[src/hw/video_port_regs.svh]
`ifndef VIDEO_PORT_REGS_SVH
`define VIDEO_PORT_REGS_SVH
// Serial packet layout
`define PKT_BITS        12
`define PKT_START_POS   0
`define PKT_LV_POS      9
`define PKT_FV_POS      10
`define PKT_STOP_POS    11
`define PKT_START_VAL   1'h1
`define PKT_STOP_VAL    1'h0
// Clock relations
`define MASTER_CLK_MHZ  27
`define SER_CLK_MHZ     324
`define SYS_CLK_MHZ     100
`define SLOT_LOAD       4'h0
`define SLOT_HALF       4'h6
// Line timing, 525-line system
`define L525_LINES      10'h20D
`define L525_F1_END     10'h003
`define L525_F1_BEGIN   10'h10A
`define L525_A0_BEGIN   10'h014
`define L525_A0_END     10'h107
`define L525_A1_BEGIN   10'h11B
`define L525_IMG0       10'h015
`define L525_IMG1       10'h11B
// Line timing, 625-line system
`define L625_LINES      10'h271
`define L625_F1_BEGIN   10'h139
`define L625_A0_BEGIN   10'h017
`define L625_A0_END     10'h136
`define L625_A1_BEGIN   10'h150
`define L625_A1_END     10'h26F
`define L625_IMG0       10'h02F
`define L625_IMG1       10'h168
// Image geometry
`define IMG_ROWS_FIELD  10'h0F0
`define IMG_ROW_LAST    9'h1DF
`define SAV_LEN         11'h004
// Code and fill bytes
`define CODE_FF         8'hFF
`define CODE_00         8'h00
`define FILL_C          8'h80
`define FILL_Y          8'h10
`endif

[src/hw/video_port_pkg.sv]
package video_port_pkg;
    typedef struct packed {
        logic [7:0] data;
        logic       lv;
        logic       fv;
    } vbyte_t;
    typedef struct packed {
        logic       din_clk;
        logic [7:0] din;
        logic       ser_en;
        logic       standby;
        logic       std_sel;
        logic       hmirror;
    } pins_t;
endpackage

[src/hw/interlaced_video_output_port.sv]
`include "video_port_regs.svh"

module vid_fifo #(
    parameter int W     = 8,
    parameter int DEPTH = 32
) (
    input  wire logic         sys_clk,   // Clock
    input  wire logic         rstn,      // Async reset, low
    input  wire logic         flush,     // Empty the buffer
    input  wire logic         in_valid,  // Write request
    output logic              in_ready,  // Room available
    input  wire logic [W-1:0] in_data,   // Write data
    output logic              out_valid, // Data available
    input  wire logic         out_ready, // Read accept
    output logic [W-1:0]      out_data   // Read data
);
    localparam int AW = $clog2(DEPTH);
    logic [W-1:0] mem [DEPTH];
    logic [AW:0]  wr_ptr;
    logic [AW:0]  rd_ptr;
    wire          full  = (wr_ptr[AW] != rd_ptr[AW]) && (wr_ptr[AW-1:0] == rd_ptr[AW-1:0]);
    wire          empty = (wr_ptr == rd_ptr);
    assign in_ready  = !full;
    assign out_valid = !empty;
    assign out_data  = mem[rd_ptr[AW-1:0]];
    always_ff @(posedge sys_clk) begin
        if (in_valid && !full) begin
            mem[wr_ptr[AW-1:0]] <= in_data;
        end
    end
    always_ff @(posedge sys_clk or negedge rstn) begin
        if (!rstn) begin
            wr_ptr <= '0;
            rd_ptr <= '0;
        end else if (flush) begin
            wr_ptr <= '0;
            rd_ptr <= '0;
        end else begin
            if (in_valid && !full) begin
                wr_ptr <= wr_ptr + 1'b1;
            end
            if (out_ready && !empty) begin
                rd_ptr <= rd_ptr + 1'b1;
            end
        end
    end
endmodule

// How it works
// - Each serial packet is twelve bits, start bit one, stop bit zero.
// - Video byte follows the start bit, least significant bit first, bits 1 to 8.
// - Line-valid goes in bit 9, frame-valid in bit 10, before the stop bit.
// - Shift clock is twelve times the master clock: one packet per master period.
// - For CCIR output the bit rate is 324 MHz from a 27 MHz master.
// - Serial output idles unless the serial enable pin is asserted.
// - A configuration bit turns serial output off despite the enable pin.
// - Standby turns the serial output off.
// - Horizontal flag is one in end codes, zero in start codes, every line.
// - 525-line field and blanking flags follow the fixed line table.
// - 625-line field and blanking flags follow the fixed line table.
// - 525-line images get three black lines at the bottom.
// - 625-line images show 480 rows with 24 black lines above and below.
// - A select pin picks 525-line or 625-line operation at start-up.
// - External CCIR bytes from the parallel input can feed the output stream.
// - A select bit samples the parallel input with its strobe or master clock.
// - A select bit picks rising or falling sampling edge.
// - By default fields read odd and even rows, true interlace.
// - Horizontal mirror comes from a pin or a configuration bit.
// - Vertical mirror comes from a configuration bit, in every format.
// - Parallel output also carries progressive raw pixels in stand-alone mode.
module interlaced_video_output_port
    import video_port_pkg::*;
#(
    parameter logic [10:0] LINE_LEN_525 = 11'h6B4,
    parameter logic [10:0] LINE_LEN_625 = 11'h6C0,
    parameter logic [10:0] ACT_BYTES    = 11'h5A0,
    parameter int          FIFO_DEPTH   = 32
) (
    input  wire logic       sys_clk,                   // Bit clock, one packet per 12 edges
    input  wire logic       rstn,                      // Async reset, low
    input  wire logic       video_standard_select_pin, // 1 selects 625-line start-up
    input  wire logic       serial_enable_pin,         // Serial output enable
    input  wire logic       standby_pin,               // Standby request
    input  wire logic       horizontal_mirror_pin,     // Mirror columns
    input  wire logic       cfg_serial_disable,        // Serial output off
    input  wire logic       cfg_din_strobe_sel,        // 1 samples input with strobe
    input  wire logic       cfg_din_falling,           // 1 samples on falling edge
    input  wire logic       cfg_h_mirror,              // Mirror columns
    input  wire logic       cfg_v_mirror,              // Mirror rows
    input  wire logic       cfg_ext_mux,               // Active video from input port
    input  wire logic       cfg_raw_mode,              // Progressive raw output
    input  wire logic       din_clk,                   // Input port strobe
    input  wire logic [7:0] din,                       // Input port bytes
    input  wire logic       pix_valid,                 // Pixel byte offered
    output logic            pix_ready,                 // Pixel byte taken
    input  wire logic [7:0] pix_data,                  // Pixel byte
    output logic            line_req,                  // Row fetch request pulse
    output logic [8:0]      req_row,                   // Row to fetch
    output logic            req_reverse,               // Fetch columns reversed
    output logic [7:0]      pout_data,                 // Parallel output byte
    output logic            line_valid_flag,           // Parallel line valid
    output logic            frame_valid_flag,          // Parallel frame valid
    output logic            serial_out,                // Serial data
    output logic            serial_out_complement,     // Serial data inverted
    output logic            serial_active,             // Serial link running
    output logic            std_625                    // 625-line operation
);
    pins_t pin_raw;
    pins_t s1;
    pins_t s2;
    pins_t s3;
    pins_t pin;
    assign pin_raw = '{din_clk: din_clk, din: din, ser_en: serial_enable_pin,
                       standby: standby_pin, std_sel: video_standard_select_pin,
                       hmirror: horizontal_mirror_pin};

    // Three-stage pin sampling; a change counts once stages two and three agree
    genvar gi;
    generate
        for (gi = 0; gi < $bits(pins_t); gi++) begin : g_sync
            always_ff @(posedge sys_clk or negedge rstn) begin
                if (!rstn) begin
                    s1[gi]  <= 1'b0;
                    s2[gi]  <= 1'b0;
                    s3[gi]  <= 1'b0;
                    pin[gi] <= 1'b0;
                end else begin
                    s1[gi] <= pin_raw[gi];
                    s2[gi] <= s1[gi];
                    s3[gi] <= s2[gi];
                    if (s2[gi] == s3[gi]) begin
                        pin[gi] <= s3[gi];
                    end
                end
            end
        end
    endgenerate

    logic [2:0] start_cnt;
    logic       std_taken;
    always_ff @(posedge sys_clk or negedge rstn) begin
        if (!rstn) begin
            start_cnt <= 3'h0;
            std_taken <= 1'b0;
            std_625   <= 1'b0;
        end else if (!std_taken) begin
            start_cnt <= start_cnt + 3'h1;
            if (start_cnt == 3'h4) begin
                std_625   <= pin.std_sel;
                std_taken <= 1'b1;
            end
        end
    end

    logic [3:0]  slot;
    logic [10:0] byte_idx;
    logic [9:0]  line;
    wire         load     = (slot == `SLOT_LOAD);
    wire  [10:0] line_len = std_625 ? LINE_LEN_625 : LINE_LEN_525;
    wire  [9:0]  n_lines  = std_625 ? `L625_LINES : `L525_LINES;
    wire  [10:0] hbl      = line_len - ACT_BYTES;
    wire  [10:0] sav0     = hbl - `SAV_LEN;

    always_ff @(posedge sys_clk or negedge rstn) begin
        if (!rstn) begin
            slot <= `SLOT_LOAD;
        end else if (slot == 4'(`PKT_BITS - 1)) begin
            slot <= `SLOT_LOAD;
        end else begin
            slot <= slot + 4'h1;
        end
    end

    always_ff @(posedge sys_clk or negedge rstn) begin
        if (!rstn) begin
            byte_idx <= 11'h000;
            line     <= 10'h001;
        end else if (load && std_taken) begin
            if (byte_idx == line_len - 11'h001) begin
                byte_idx <= 11'h000;
                line     <= (line == n_lines) ? 10'h001 : line + 10'h001;
            end else begin
                byte_idx <= byte_idx + 11'h001;
            end
        end
    end

    logic       f_flag;
    logic       v_flag;
    logic       img_line;
    logic [9:0] img_r;
    always_comb begin
        img_r = 10'h000;
        if (std_625) begin
            f_flag = (line >= `L625_F1_BEGIN);
            v_flag = !(((line >= `L625_A0_BEGIN) && (line <= `L625_A0_END)) ||
                       ((line >= `L625_A1_BEGIN) && (line <= `L625_A1_END)));
            // 24 black lines pad each side of the 240 image lines of a field
            if ((line >= `L625_IMG0) && (line < `L625_IMG0 + `IMG_ROWS_FIELD)) begin
                img_r = line - `L625_IMG0;
            end else begin
                img_r = line - `L625_IMG1;
            end
            img_line = ((line >= `L625_IMG0) && (line < `L625_IMG0 + `IMG_ROWS_FIELD)) ||
                       ((line >= `L625_IMG1) && (line < `L625_IMG1 + `IMG_ROWS_FIELD));
        end else begin
            f_flag = (line <= `L525_F1_END) || (line >= `L525_F1_BEGIN);
            v_flag = !(((line >= `L525_A0_BEGIN) && (line <= `L525_A0_END)) ||
                       (line >= `L525_A1_BEGIN));
            // Image ends three lines before each field's active end
            if ((line >= `L525_IMG0) && (line < `L525_IMG0 + `IMG_ROWS_FIELD)) begin
                img_r = line - `L525_IMG0;
            end else begin
                img_r = line - `L525_IMG1;
            end
            img_line = ((line >= `L525_IMG0) && (line < `L525_IMG0 + `IMG_ROWS_FIELD)) ||
                       ((line >= `L525_IMG1) && (line < `L525_IMG1 + `IMG_ROWS_FIELD));
        end
    end

    logic       fifo_in_valid;
    logic       fifo_in_ready;
    logic [7:0] fifo_in_data;
    logic       fifo_out_valid;
    logic [7:0] fifo_out_data;
    logic       fifo_pop;
    wire        in_act   = (byte_idx >= hbl);
    wire        img_act  = in_act && img_line;
    wire        frame_go = load && (byte_idx == 11'h000) && (line == 10'h001);

    vid_fifo #(.W(8), .DEPTH(FIFO_DEPTH)) u_fifo (
        .sys_clk   (sys_clk),
        .rstn      (rstn),
        .flush     (frame_go),
        .in_valid  (fifo_in_valid),
        .in_ready  (fifo_in_ready),
        .in_data   (fifo_in_data),
        .out_valid (fifo_out_valid),
        .out_ready (fifo_pop),
        .out_data  (fifo_out_data)
    );

    logic din_clk_d;
    logic din_take;
    always_ff @(posedge sys_clk or negedge rstn) begin
        if (!rstn) begin
            din_clk_d <= 1'b0;
        end else begin
            din_clk_d <= pin.din_clk;
        end
    end
    always_comb begin
        if (cfg_din_strobe_sel) begin
            din_take = cfg_din_falling ? (din_clk_d && !pin.din_clk)
                                       : (!din_clk_d && pin.din_clk);
        end else begin
            din_take = cfg_din_falling ? (slot == `SLOT_HALF) : load;
        end
    end

    // External bytes replace sensor pixels as active video content
    assign fifo_in_valid = cfg_ext_mux ? din_take : pix_valid;
    assign fifo_in_data  = cfg_ext_mux ? pin.din : pix_data;
    assign pix_ready     = !cfg_ext_mux && fifo_in_ready;
    assign fifo_pop      = load && img_act && fifo_out_valid;

    vbyte_t cur;
    logic   h_flag;
    logic   [7:0] xy;
    logic   [7:0] fill;
    always_comb begin
        h_flag = (byte_idx < `SAV_LEN);
        xy     = {1'b1, f_flag, v_flag, h_flag, v_flag ^ h_flag, f_flag ^ h_flag,
                  f_flag ^ v_flag, f_flag ^ v_flag ^ h_flag};
        fill   = byte_idx[0] ? `FILL_Y : `FILL_C;
        cur    = '{data: fill, lv: in_act && !v_flag, fv: !v_flag};
        if (cfg_raw_mode) begin
            cur.data = (img_act && fifo_out_valid) ? fifo_out_data : `CODE_00;
            cur.lv   = img_act;
            cur.fv   = img_line;
        end else if ((byte_idx == 11'h000) || (byte_idx == sav0)) begin
            cur.data = `CODE_FF;
        end else if ((byte_idx == 11'h003) || (byte_idx == sav0 + 11'h003)) begin
            cur.data = xy;
        end else if ((byte_idx < 11'h003) || ((byte_idx > sav0) && !in_act)) begin
            cur.data = `CODE_00;
        end else if (img_act && fifo_out_valid) begin
            cur.data = fifo_out_data;
        end
    end

    logic [8:0] row_seq;
    always_comb begin
        if (cfg_raw_mode) begin
            row_seq = f_flag ? 9'(img_r) + 9'(`IMG_ROWS_FIELD) : 9'(img_r);
        end else begin
            row_seq = {img_r[7:0], f_flag};
        end
    end

    always_ff @(posedge sys_clk or negedge rstn) begin
        if (!rstn) begin
            line_req    <= 1'b0;
            req_row     <= 9'h000;
            req_reverse <= 1'b0;
        end else begin
            line_req <= load && std_taken && (byte_idx == 11'h000) && img_line;
            if (load && (byte_idx == 11'h000)) begin
                req_row     <= cfg_v_mirror ? `IMG_ROW_LAST - row_seq : row_seq;
                req_reverse <= cfg_h_mirror || pin.hmirror;
            end
        end
    end

    always_ff @(posedge sys_clk or negedge rstn) begin
        if (!rstn) begin
            pout_data        <= 8'h00;
            line_valid_flag  <= 1'b0;
            frame_valid_flag <= 1'b0;
        end else if (load) begin
            pout_data        <= cur.data;
            line_valid_flag  <= cur.lv;
            frame_valid_flag <= cur.fv;
        end
    end

    wire         ser_ok = pin.ser_en && !cfg_serial_disable && !pin.standby;
    logic [11:0] ser_bits;
    always_ff @(posedge sys_clk or negedge rstn) begin
        if (!rstn) begin
            ser_bits      <= 12'h000;
            serial_active <= 1'b0;
        end else if (load) begin
            serial_active <= ser_ok;
            if (ser_ok) begin
                ser_bits <= {`PKT_STOP_VAL, cur.fv, cur.lv, cur.data, `PKT_START_VAL};
            end else begin
                ser_bits <= 12'h000;
            end
        end else begin
            ser_bits <= {1'b0, ser_bits[11:1]};
        end
    end
    assign serial_out            = ser_bits[0];
    assign serial_out_complement = serial_active && !ser_bits[0];
endmodule

[config.mk]
export PLATFORM = sky130hd
export DESIGN_NAME = interlaced_video_output_port
export DESIGN_NICKNAME = d
export VERILOG_FILES = /design/src/hw/video_port_pkg.sv /design/src/hw/interlaced_video_output_port.sv
export VERILOG_INCLUDE_DIRS = /design/src /design/src/hw
export SDC_FILE = /design/constraint.sdc
export NUM_CORES = 1
export LEC_CHECK = 0
export ABC_AREA = 1
export ABC_CLOCK_PERIOD_IN_PS = 4400
export BUFFER_PORTS_ARGS = -buffer_cell sky130_fd_sc_hd__buf_4
export CORE_MARGIN = 3
export CORE_UTILIZATION = 45
export DETAILED_ROUTE_END_ITERATION = 16
export MAX_ROUTING_LAYER = met4
export PLACE_DENSITY_LB_ADDON = 0.2
export REMOVE_ABC_BUFFERS = 1
export SLEW_MARGIN = 5
export SYNTH_ARGS = -nofsm -noshare
export SYNTH_HDL_FRONTEND = slang
export SYNTH_SLANG_ARGS = --single-unit
[constraint.sdc]
create_clock -name sys_clk -period 4.4 [get_ports sys_clk]
set_clock_uncertainty 0.15 [all_clocks]
set_input_delay 0.88 -clock sys_clk [delete_from_list [all_inputs] [get_ports sys_clk]]
set_output_delay 0.88 -clock sys_clk [all_outputs]
set_load 0.05 [all_outputs]
# Yosys cells after proc, flatten, opt, wreduce, memory -nomap -nowiden
# Memory sizes are Yosys's and may differ from the RTL's.
# Index checks and enable logic that the tools add are counted.
dict set report totals {
  ff_bits 129
  latchBits 0
  mem_bits_rw 256
  mem_bits_ro 0
  input_bits 31
  out_inout_bits 26
  word_cells 228
  n_memories 1
}
# name depth word_bits read_ports rd_clocked_by_memory_dff wr line_no
set mem_list {}
lappend mem_list {u_fifo.mem 32 8 1 0 1 interlaced_video_output_port.sv:18} ;# logic [W-1:0] mem [DEPTH];
dict set report op_classes {
  addsub 16
  mul 0
  div 0
  n_lt_le_gt_ge 21
  n_eq_ne 25
  n_shift 0
  n_mux 37
  bitwise 5
  n_reduce_logical 54
}
# operator n
set op_table {}
lappend op_table {{8-bit two-way mux} 8}
lappend op_table {{9-bit two-way mux} 6}
lappend op_table {{10-bit by 9-bit >= comparator with 1-bit output, second input constant} 5}
lappend op_table {{11-bit equality test} 3}
lappend op_table {{10-bit by 5-bit >= comparator with 1-bit output, second input constant} 3}
lappend op_table {{1-bit logical AND} 27}
lappend op_table {{6-bit two-way mux} 4}
lappend op_table {{11-bit two-way mux} 2}
lappend op_table {{10-bit by 9-bit less-or-equal comparator with 1-bit output, second input constant} 2}
lappend op_table {{10-bit less-than comparator, second input constant} 2}
lappend op_table {{10-bit by 9-bit less-than comparator with 1-bit output, second input constant} 2}
lappend op_table {{9-bit subtractor, second input constant} 2}
lappend op_table {{7-bit two-way mux} 2}
lappend op_table {{1-bit equality test} 13}
lappend op_table {{6-bit by 1-bit adder with 6-bit output, second input constant} 2}
lappend op_table {{1-bit logical NOT} 12}
lappend op_table {{12-bit two-way mux} 1}
lappend op_table {{11-bit by 1-bit adder with 11-bit output, second input constant} 1}
lappend op_table {{11-bit by 2-bit adder with 11-bit output, second input constant} 1}
lappend op_table {{11-bit by 2-bit equality test with 1-bit output, second input constant} 1}
lappend op_table {{11-bit >= comparator} 1}
lappend op_table {{11-bit greater-than comparator} 1}
lappend op_table {{11-bit logical NOT} 1}
lappend op_table {{11-bit by 2-bit less-than comparator with 1-bit output, second input constant} 1}
lappend op_table {{32 further kinds} 55}

# Depth between registers and ports, before layout
# Gate-level depths: netlist of run 1.
dict set report logic_depth {
  word_depth 13
  mapped_depth 29
  ltp_nobuf 28
}

# Cells and area by module
# From an unflattened synthesis of run 1, not the netlist that was laid out.
dict set report unflattened {
  hier_cells 1843
  area_unflattened_um2 18013.5
}
# module n_inst cells_each area_per_inst_um2 seq_area_each_um2
set modules_own_cells {}
lappend modules_own_cells {vid_fifo 1 1032 11447.2 7987.7}
lappend modules_own_cells {interlaced_video_output_port 1 811 6566.3 2904.0}

# Least setup slack after synthesis of run 1
# No wires, ideal clock.
dict set report synth_path {
  path_type {flip-flop to flip-flop}
  from {reg line[0]}
  to {reg req_row[7]}
  setup_time_ps 119
  arrival_ps 3081
  t_required_ps 4131
  setup_slack_ps 1050
  path_stages_with_launch 24
  path_buffers 0
  synth_period_minus_slack_ps 3350
  cell_sequence {dfstp_2 -> inv_1 -> ha_1 -> inv_1 -> nand4_1 -> nand3_2 -> inv_1 -> ha_1 -> a21oi_1 -> nand2_1 -> nand2_1 -> nand2_1 -> xor2_1 -> nand2_1 -> nand2_1 -> inv_2 -> nand2_1 -> nand3_1 -> nand2_2 -> ha_1 -> nor2_1 -> xnor2_1 -> nand2_1 -> o21a_1}
}
dict set report synth_between {
  elab_chain_len 9
  word_cells_on_any_way 23
  classes_between {6 x add/sub; 7 x order compare; 7 x mux; 3 x reduce/logical}
}
# item line_no
set synth_rtl {}
lappend synth_rtl {{from (decl)} interlaced_video_output_port.sv:157} ;# logic [9:0] line;
lappend synth_rtl {{from (signal assigned)} interlaced_video_output_port.sv:181} ;# line <= (line == n_lines) ? 10'h001 : line + 10'h001;
lappend synth_rtl {{10-bit by 5-bit >= comparator with 1-bit output (no line) (tied with other cells)} n/a}
lappend synth_rtl {{1-bit logical AND, on equally long branches} {interlaced_video_output_port.sv:211, interlaced_video_output_port.sv:199}}
lappend synth_rtl {{9-bit two-way mux, on equally long branches} {interlaced_video_output_port.sv:211, interlaced_video_output_port.sv:199}}
lappend synth_rtl {{9-bit two-way mux} interlaced_video_output_port.sv:194} ;# if (std_625) begin
lappend synth_rtl {{9-bit by 8-bit adder with 9-bit output} interlaced_video_output_port.sv:295} ;# row_seq = f_flag ? 9'(img_r) + 9'(`IMG_ROWS_FIELD) : 9'(img_r);
lappend synth_rtl {{9-bit two-way mux} interlaced_video_output_port.sv:295}
lappend synth_rtl {{9-bit two-way mux (*)} interlaced_video_output_port.sv:294} ;# if (cfg_raw_mode) begin
lappend synth_rtl {{9-bit subtractor (no line)} n/a}
lappend synth_rtl {{9-bit two-way mux (*)} interlaced_video_output_port.sv:309} ;# req_row <= cfg_v_mirror ? `IMG_ROW_LAST - row_seq : row_seq;
lappend synth_rtl {{to (signal assigned)} interlaced_video_output_port.sv:309}
lappend synth_rtl {{to (decl)} interlaced_video_output_port.sv:98} ;# output logic [8:0] req_row,
# Mark *: on every way between the ends. The rest lies on a longest branch, timed or not.
# A chain may end at the register's enable or synchronous reset.

# Final worst setup path of run 1
dict set report layout_path {
  from {reg u_fifo.rd_ptr[0]}
  to {out pix_ready}
}
dict set report layout_between {
  elab_chain_len 4
}
# item line_no
set layout_rtl {}
lappend layout_rtl {{from (decl)} interlaced_video_output_port.sv:20} ;# logic [AW:0] rd_ptr;
lappend layout_rtl {{from (signal assigned)} interlaced_video_output_port.sv:43} ;# rd_ptr <= rd_ptr + 1'b1;
lappend layout_rtl {{5-bit equality test} interlaced_video_output_port.sv:21} ;# wire full = (wr_ptr[AW] != rd_ptr[AW]) && (wr_ptr[AW-1:0] == rd_ptr[AW-1:0]);
lappend layout_rtl {{1-bit logical AND} interlaced_video_output_port.sv:21}
lappend layout_rtl {{1-bit logical NOT} interlaced_video_output_port.sv:23} ;# assign in_ready = !full;
lappend layout_rtl {{1-bit logical AND} interlaced_video_output_port.sv:264} ;# assign pix_ready = !cfg_ext_mux && fifo_in_ready;
lappend layout_rtl {{to (decl)} interlaced_video_output_port.sv:95} ;# output logic pix_ready,
# No other way between the ends.

==> impl_metrics.tcl, run 1 <==
set metrics [dict create \
    path_class "reg2out" \
    syn_area_per_cell_um2 10.5 \
    path_buf_inv 2 \
    wl_um 45700 \
    slew_violations 0 \
    rsz0062_at_grt "false" \
    end_kind "primary output" \
    h-tree-depth 2 \
    cpPeakStageDelay_ns 0.77 \
    grt.overflow.total 0 \
    crit_family "flip-flops" \
    crit_fanout 43 \
    async_reset_ff_frac 0.333 \
    layout-drive-gt1-share 0.122 \
    setup_tns_ns 0 \
    seqPwrFrac 0.486 \
    via_per_inst 5.58 \
    ctsResizeCount 0 \
    syn_area_um2 17400 \
    worstPathCellList "clkinv_2, nand2_1, o2111ai_1, nor4_1, a21oi_1, buf_4" \
    stdcell_count 2275 \
    placed_cells 2197 \
    synth.top_cell.area_share 0.442 \
    min_path_type "reg2reg" \
    netlist_top_cells_area "edfxtp_1, dfrtp_1, nand2_1" \
    switching_share 0.241 \
    post_cts_buffers 0 \
    drt-initial-drc-count 1057 \
    fin_area_um2 19900 \
    drc 0 \
    synth_cell_type_count 62 \
    dpl_cell_area_um2 18500 \
    yosys.area.top_type "edfxtp_1" \
    die_w_um 203 \
    fp-row-count 71 \
    powerDensity_nw_per_um2 436 \
    drv_cap 0 \
    total_power_uw 8700 \
    hpwl_um 30300 \
    ys.flop_type "edfxtp_1" \
    io_buffer_count 56 \
    synth_cells 1662 \
    vias 12700 \
    synth_seq_area_share 0.626 \
    gp_congestion 0.933 \
    grt_pass1_vias 11978 \
    start_kind "flip-flop" \
    cts_tree "built" \
    ys_warn_count 0 \
    slew-limit-headroom 0.211 \
    tightest_slew_ns 1.18 \
    hold_viol 0 \
    ant_nets 0 \
    dieArea_um2 41000 \
    layout.nets 1791 \
    clock_latency_ns 0.56 \
    antenna_found_initial 0 \
    combPwrFrac 0.084 \
    num_antenna_cells 0 \
    grt_usage 0.229 \
    path_clk_slew_ns 0.06 \
    leakage_uw 0.00816 \
    grt_max_degree 102 \
    synth-edff-count 256 \
    pwr-share-clk 0.430 \
    internal_power_uw 6610 \
    cts.sinks 384 \
    setup_viol 0 \
    status "finished clean" \
    ios 57 \
    dr.pass1.iters 6 \
    required_ns 3.37 \
    period_minus_slack_ns 4.01 \
    syn2layout_area_growth_pct 14.6 \
    grt_pass1_wl_um 70900 \
    root_buffer "clkbuf_16" \
    initial_core_util 0.460 \
    fmax_ghz 0.249 \
    fin_crit_sh 0.912 \
    avgRoutedWirePerCell_um 20.1 \
    switching_power_uw 2100 \
    core_um2 37800 \
    hold_buffers 0 \
    peakVddDrop_v 0.000372 \
    slowest_stage "dfrtp_4" \
    ys_ff_latch 384 \
    die_h_um 203 \
    arrival_ns 2.98 \
    cts_buffers 42 \
    clk_path_buf_depth 3 \
]
power groups by stage:
stage	sequential, µW	combinational, µW	clock [µW]
after floorplan	4340	367	0
after global placement	4290	724	0
after detailed placement	4300	734	0
after CTS	4220	736	3810
after global routing	4250	805	3950
final	4230	733	3740
Yosys cell counts, types with 3 or more instances:
| library cell | number |
|---|---|
| nor3b_1 | 3 |
| nand3_2 | 5 |
| inv_2 | 6 |
| a32oi_1 | 6 |
| o21ai_1 | 7 |
| o22ai_1 | 8 |
| ha_1 | 29 |
| and3_1 | 3 |
| a22oi_1 | 24 |
| nand2_1 | 384 |
| inv_1 | 107 |
| a21oi_1 | 127 |
| buf_1 | 20 |
| a32o_1 | 5 |
| o211ai_1 | 21 |
| o31ai_1 | 6 |
| o21ai_0 | 67 |
| nor2_2 | 4 |
| a221oi_1 | 8 |
| o311ai_0 | 9 |
| nand2_2 | 8 |
| nand3_1 | 72 |
| a31oi_1 | 8 |
| dfrtp_1 | 127 |
| clkbuf_1 | 25 |
| nand4_1 | 26 |
| xnor2_1 | 3 |
| nor3_1 | 29 |
| o221ai_1 | 8 |
| o32ai_1 | 4 |
| or2_2 | 5 |
| nor2_4 | 6 |
| buf_2 | 23 |
| edfxtp_1 | 256 |
| buf_6 | 3 |
| xor2_1 | 18 |
| maj3_1 | 13 |
| nor2_1 | 145 |
layout make-up:
type / instances / area (µm²)
multi-input cells: 1087 / 5710
inverters: 118 / 453
fillers: 3374 / 17900
clock inverters: 22 / 313
clock buffers: 56 / 1160
repair buffers: 97 / 757
well taps: 511 / 639
flip-flops and latches: 384 / 10900
sequential cells by signal, summed over array words and instances (netlist names), 3 cells and up:
register and flops:
start_cnt 3, pout_data 8, s3 13, slot 4, byte_idx 11, line 10, u_fifo.wr_ptr 6, s1 13
ser_bits 11, pin 13, req_row 9, u_fifo.mem 256, s2 13, u_fifo.rd_ptr 6
stage by stage:
stage               hold slack [ns]  setup slack, ns  utilization
floorplan                     0.181            -2.43            -
CTS                           0.199            0.400        0.527
finish                        0.197            0.388        0.527
global route                  0.202           0.0900        0.527
detailed placement            0.185            0.591        0.488
global placement              0.182            0.616        0.488
cell usage in the layout (no fill, tap or decap), drive strengths merged, types with 29 or more instances in the layout:
cell type and instances:
a21oi 128, nor2 155, nand3 78, dfrtp 127
edfxtp 256, clkbuf 56, nand2 394, o21ai 76
ha 29, nor3 30, buf 97, inv 117
kinds of logic (layout without fill, tap and decap cells):
group / Yosys count / in the layout / synth area share
flops: 384 / 384 / 0.626
compound gates: 323 / 323 / 0.114
xor+xnor: 22 / 22 / 0.0115
fa+ha+maj: 43 / 43 / 0.0295
simple gates: 699 / 699 / 0.174
buf+inv: 191 / 293 / 0.0451
worst reg2reg max path: stages (launching register included):
cell and delay [ns]:
dfrtp_1 0.57, nor2_2 0.39, a21oi_1 0.15, nor2_1 0.16
nand3_2 0.19, inv_1 0.15, ha_1 0.29, a21oi_1 0.22
nand2_1 0.16, nand2_1 0.12, nand2_1 0.08, xor2_1 0.14
nand2_1 0.06, nand2_1 0.09, inv_2 0.09, nand2_1 0.06
nand3_1 0.09, nand2_2 0.07, ha_1 0.18, nor2_1 0.12
xnor2_1 0.13, nand2_1 0.07, o21a_1 0.11
final timing paths:
| check | from | end | slack, ns | cells past startpoint |
|---|---|---|---|---|
| worst max register to register | line[4]$_DFFE_PN0P_ | req_row[7]$_DFFE_PN0P_ | 0.46 | 22 |
| max in group asynchronous | rstn | s3[5]$_DFF_PN0_ | 2.90 | 2 |
| worst min-delay path | s1[6]$_DFF_PN0_ | s2[6]$_DFF_PN0_ | 0.20 | 0 |
| min in group asynchronous | rstn | s1[3]$_DFF_PN0_ | 0.29 | 1 |
| worst min register to register | s1[6]$_DFF_PN0_ | s2[6]$_DFF_PN0_ | 0.20 | 0 |
| worst max-delay path | u_fifo.rd_ptr[0]$_DFFE_PN0P_ | pix_ready | 0.39 | 6 |
metal layers:
metal | share of wire | wire, µm | up-vias | track usage
li1 | - | - | 5973 | -
met1 | 0.46 | 21200 | 6149 | 0.333
met4 | 0.028 | 1300 | 0 | 0.0673
met5 | 0 | 0 | - | -
met3 | 0.067 | 3060 | 95 | 0.0362
met2 | 0.44 | 20200 | 483 | 0.336
Power figures use the tool's default switching activity.
==> inputs of run 2 (changes only) <==
Settings changed: PLACE_DENSITY_LB_ADDON 0.2 to not set.
==> run 2 against run 1 <==
Compared with the run above:
- clock power is 8.0% lower
- non-clock buffer count grew 14
- highest routed layer unchanged
- largest power group unchanged
- critical path depth rose by 17
- via count is 0.30% lower
- sequential power about the same
- count of clock-buffer cells in the layout is 9 lower
- hold slack lost 0.028 ns
- maximum frequency increased by 2.0%
- sequential cell count did not move
- register-to-register slack hardly changed
- worst setup slack better by 0.077 ns
==> impl_metrics.tcl, run 2 (synthesized netlist as in run 1, its figures left out) <==
set metrics [dict create \
    clock_latency_ns 0.55 \
    ctsResizeCount 0 \
    vias 12662 \
    hold_ws_ns 0.169 \
    slowest_stage "dfrtp_1" \
    rr_startpoint "line[5]$_DFFE_PN0P_" \
    initial_core_util 0.460 \
    setup_ws_ns 0.465 \
    internal_power_uw 6340 \
    rsz0062_at_grt "false" \
    avgRoutedWirePerCell_um 20.4 \
    dr.pass1.iters 6 \
    crit_fanout 14 \
    slew_violations 0 \
    core_um2 37800 \
    cp.depth 23 \
    cts_buffers 41 \
    path_clk_slew_ns 0.06 \
    hpwl_um 31300 \
    grt_max_degree 131 \
    reg2reg_to "req_row[7]$_DFFE_PN0P_" \
    via_per_inst 5.54 \
    syn2layout_area_growth_pct 14.4 \
    die_h_um 203 \
    hold_buffers 0 \
    crit_path_frequent_cell "nand2_1" \
    layout-drive-gt1-share 0.129 \
    ff2ff_setup_slack_ns 0.46 \
    rr_worst_depth 23 \
    cp-startpoint "line[5]$_DFFE_PN0P_" \
    die_w_um 203 \
    grt.overflow.total 0 \
    setup_viol 0 \
    fin_crit_sh 0.894 \
    root_buffer "clkbuf_16" \
    crit_family "simple AND/OR/NAND/NOR gates" \
    drv_cap 0 \
    min_path_type "in2async" \
    grt_usage 0.236 \
    multiInputGateArea_um2 5710 \
    h-tree-depth 2 \
    status "finished clean" \
    post_cts_buffers 0 \
    switching_power_uw 2090 \
    cts_tree "built" \
    leakage_uw 0.00817 \
    arrival_ns 4.23 \
    seqCellArea_um2 10900 \
    slew-limit-headroom 0.177 \
    place_ws_ns 0.532 \
    tightest_slew_ns 1.23 \
    required_ns 4.69 \
    ant_nets 0 \
    io_buffer_count 56 \
    num_antenna_cells 0 \
    drt-initial-drc-count 1213 \
    combPwrFrac 0.090 \
    period_minus_slack_ns 3.94 \
    drc 0 \
    cts.sinks 384 \
    grt_pass1_wl_um 72900 \
    nFillCells 3450 \
    grt_pass1_vias 12160 \
    path_class "reg2reg" \
    fmax_ghz 0.254 \
    layout_common_cells "nand2_1, edfxtp_1, nor2_1" \
    switching_share 0.248 \
    path_buf_inv 3 \
    start_kind "flip-flop" \
    layout.cells.most_common "nand2_1" \
    clk_path_buf_depth 3 \
    pwr-share-clk 0.409 \
    gp_congestion 0.900 \
    largest_reg_flops 256 \
    powerDensity_nw_per_um2 423 \
    setup_tns_ns 0 \
    dieArea_um2 41000 \
    layout.nets 1804 \
    end_kind "flip-flop" \
    crit_end "req_row[7]$_DFFE_PN0P_" \
    worstPathCellList "inv_2, o21ai_0, nor2_1, nand2_1, nand3_2, inv_1, ha_1, a21oi_1, nand2_1, nand2_1, nand2_1, xor2_1, nand2_1, nand2_1, inv_2, nand2_1, nand3_1, nand2_2, ha_1, nor2_1, xnor2_1, nand2_1, o21a_1" \
    seqPwrFrac 0.502 \
    peakVddDrop_v 0.000348 \
    hold_viol 0 \
    ios 57 \
    cpPeakStageDelay_ns 0.69 \
    wl_um 46500 \
    fp-row-count 71 \
    antenna_found_initial 0 \
]
-- run 2: worst min-delay path by stage --
| stage | to | slack [ns] | cells past startpoint |
|---|---|---|---|
| floorplan | s2[0]$_DFF_PN0_ | 0.18 | 0 |
| global placement | s2[0]$_DFF_PN0_ | 0.18 | 0 |
| detailed placement | s2[10]$_DFF_PN0_ | 0.19 | 0 |
| CTS | ser_bits[7]$_DFF_PN0_ | 0.18 | 1 |
| global route | s1[1]$_DFF_PN0_ | 0.20 | 1 |
| finish | s1[2]$_DFF_PN0_ | 0.17 | 1 |
-- run 2: layout make-up --
cell class,instances,share of cell area
tap,511,0.0321
multi-input combinational,1087,0.287
timing repair buffer,111,0.0433
inverter,118,0.0228
sequential,384,0.548
clock inverter,28,0.0129
clock buffer,47,0.0543
-- run 2: metrics by stage --
| stage | cell area [µm²] | cells | total power [µW] | util |
|---|---|---|---|---|
| floorplan | 17100 | 1589 | 4710 | - |
| global route | 19900 | 2286 | 8720 | 0.526 |
| CTS | 19900 | 2286 | 8480 | 0.526 |
| finish | 19900 | 2286 | 8420 | 0.526 |
| detailed placement | 18600 | 2211 | 5050 | 0.491 |
| global placement | 18600 | 2211 | 5030 | 0.491 |
-- run 2: metal layers --
metal  up-vias  part of all wire  track usage
met5         -                 0            -
met4         0             0.015       0.0465
met3        59             0.057       0.0345
met2       390              0.45        0.354
met1      6221              0.47        0.347
li1       5992                 -            -
-- run 2: power groups by stage --
stage / Clock (µW) / Combinational, µW / Sequential (µW)
2_1_floorplan: 0 / 367 / 4340
3_3_place_gp: 0 / 742 / 4290
3_5_place_dp: 0 / 753 / 4290
4_1_cts: 3500 / 755 / 4220
5_1_grt: 3650 / 824 / 4240
6_report: 3440 / 754 / 4220
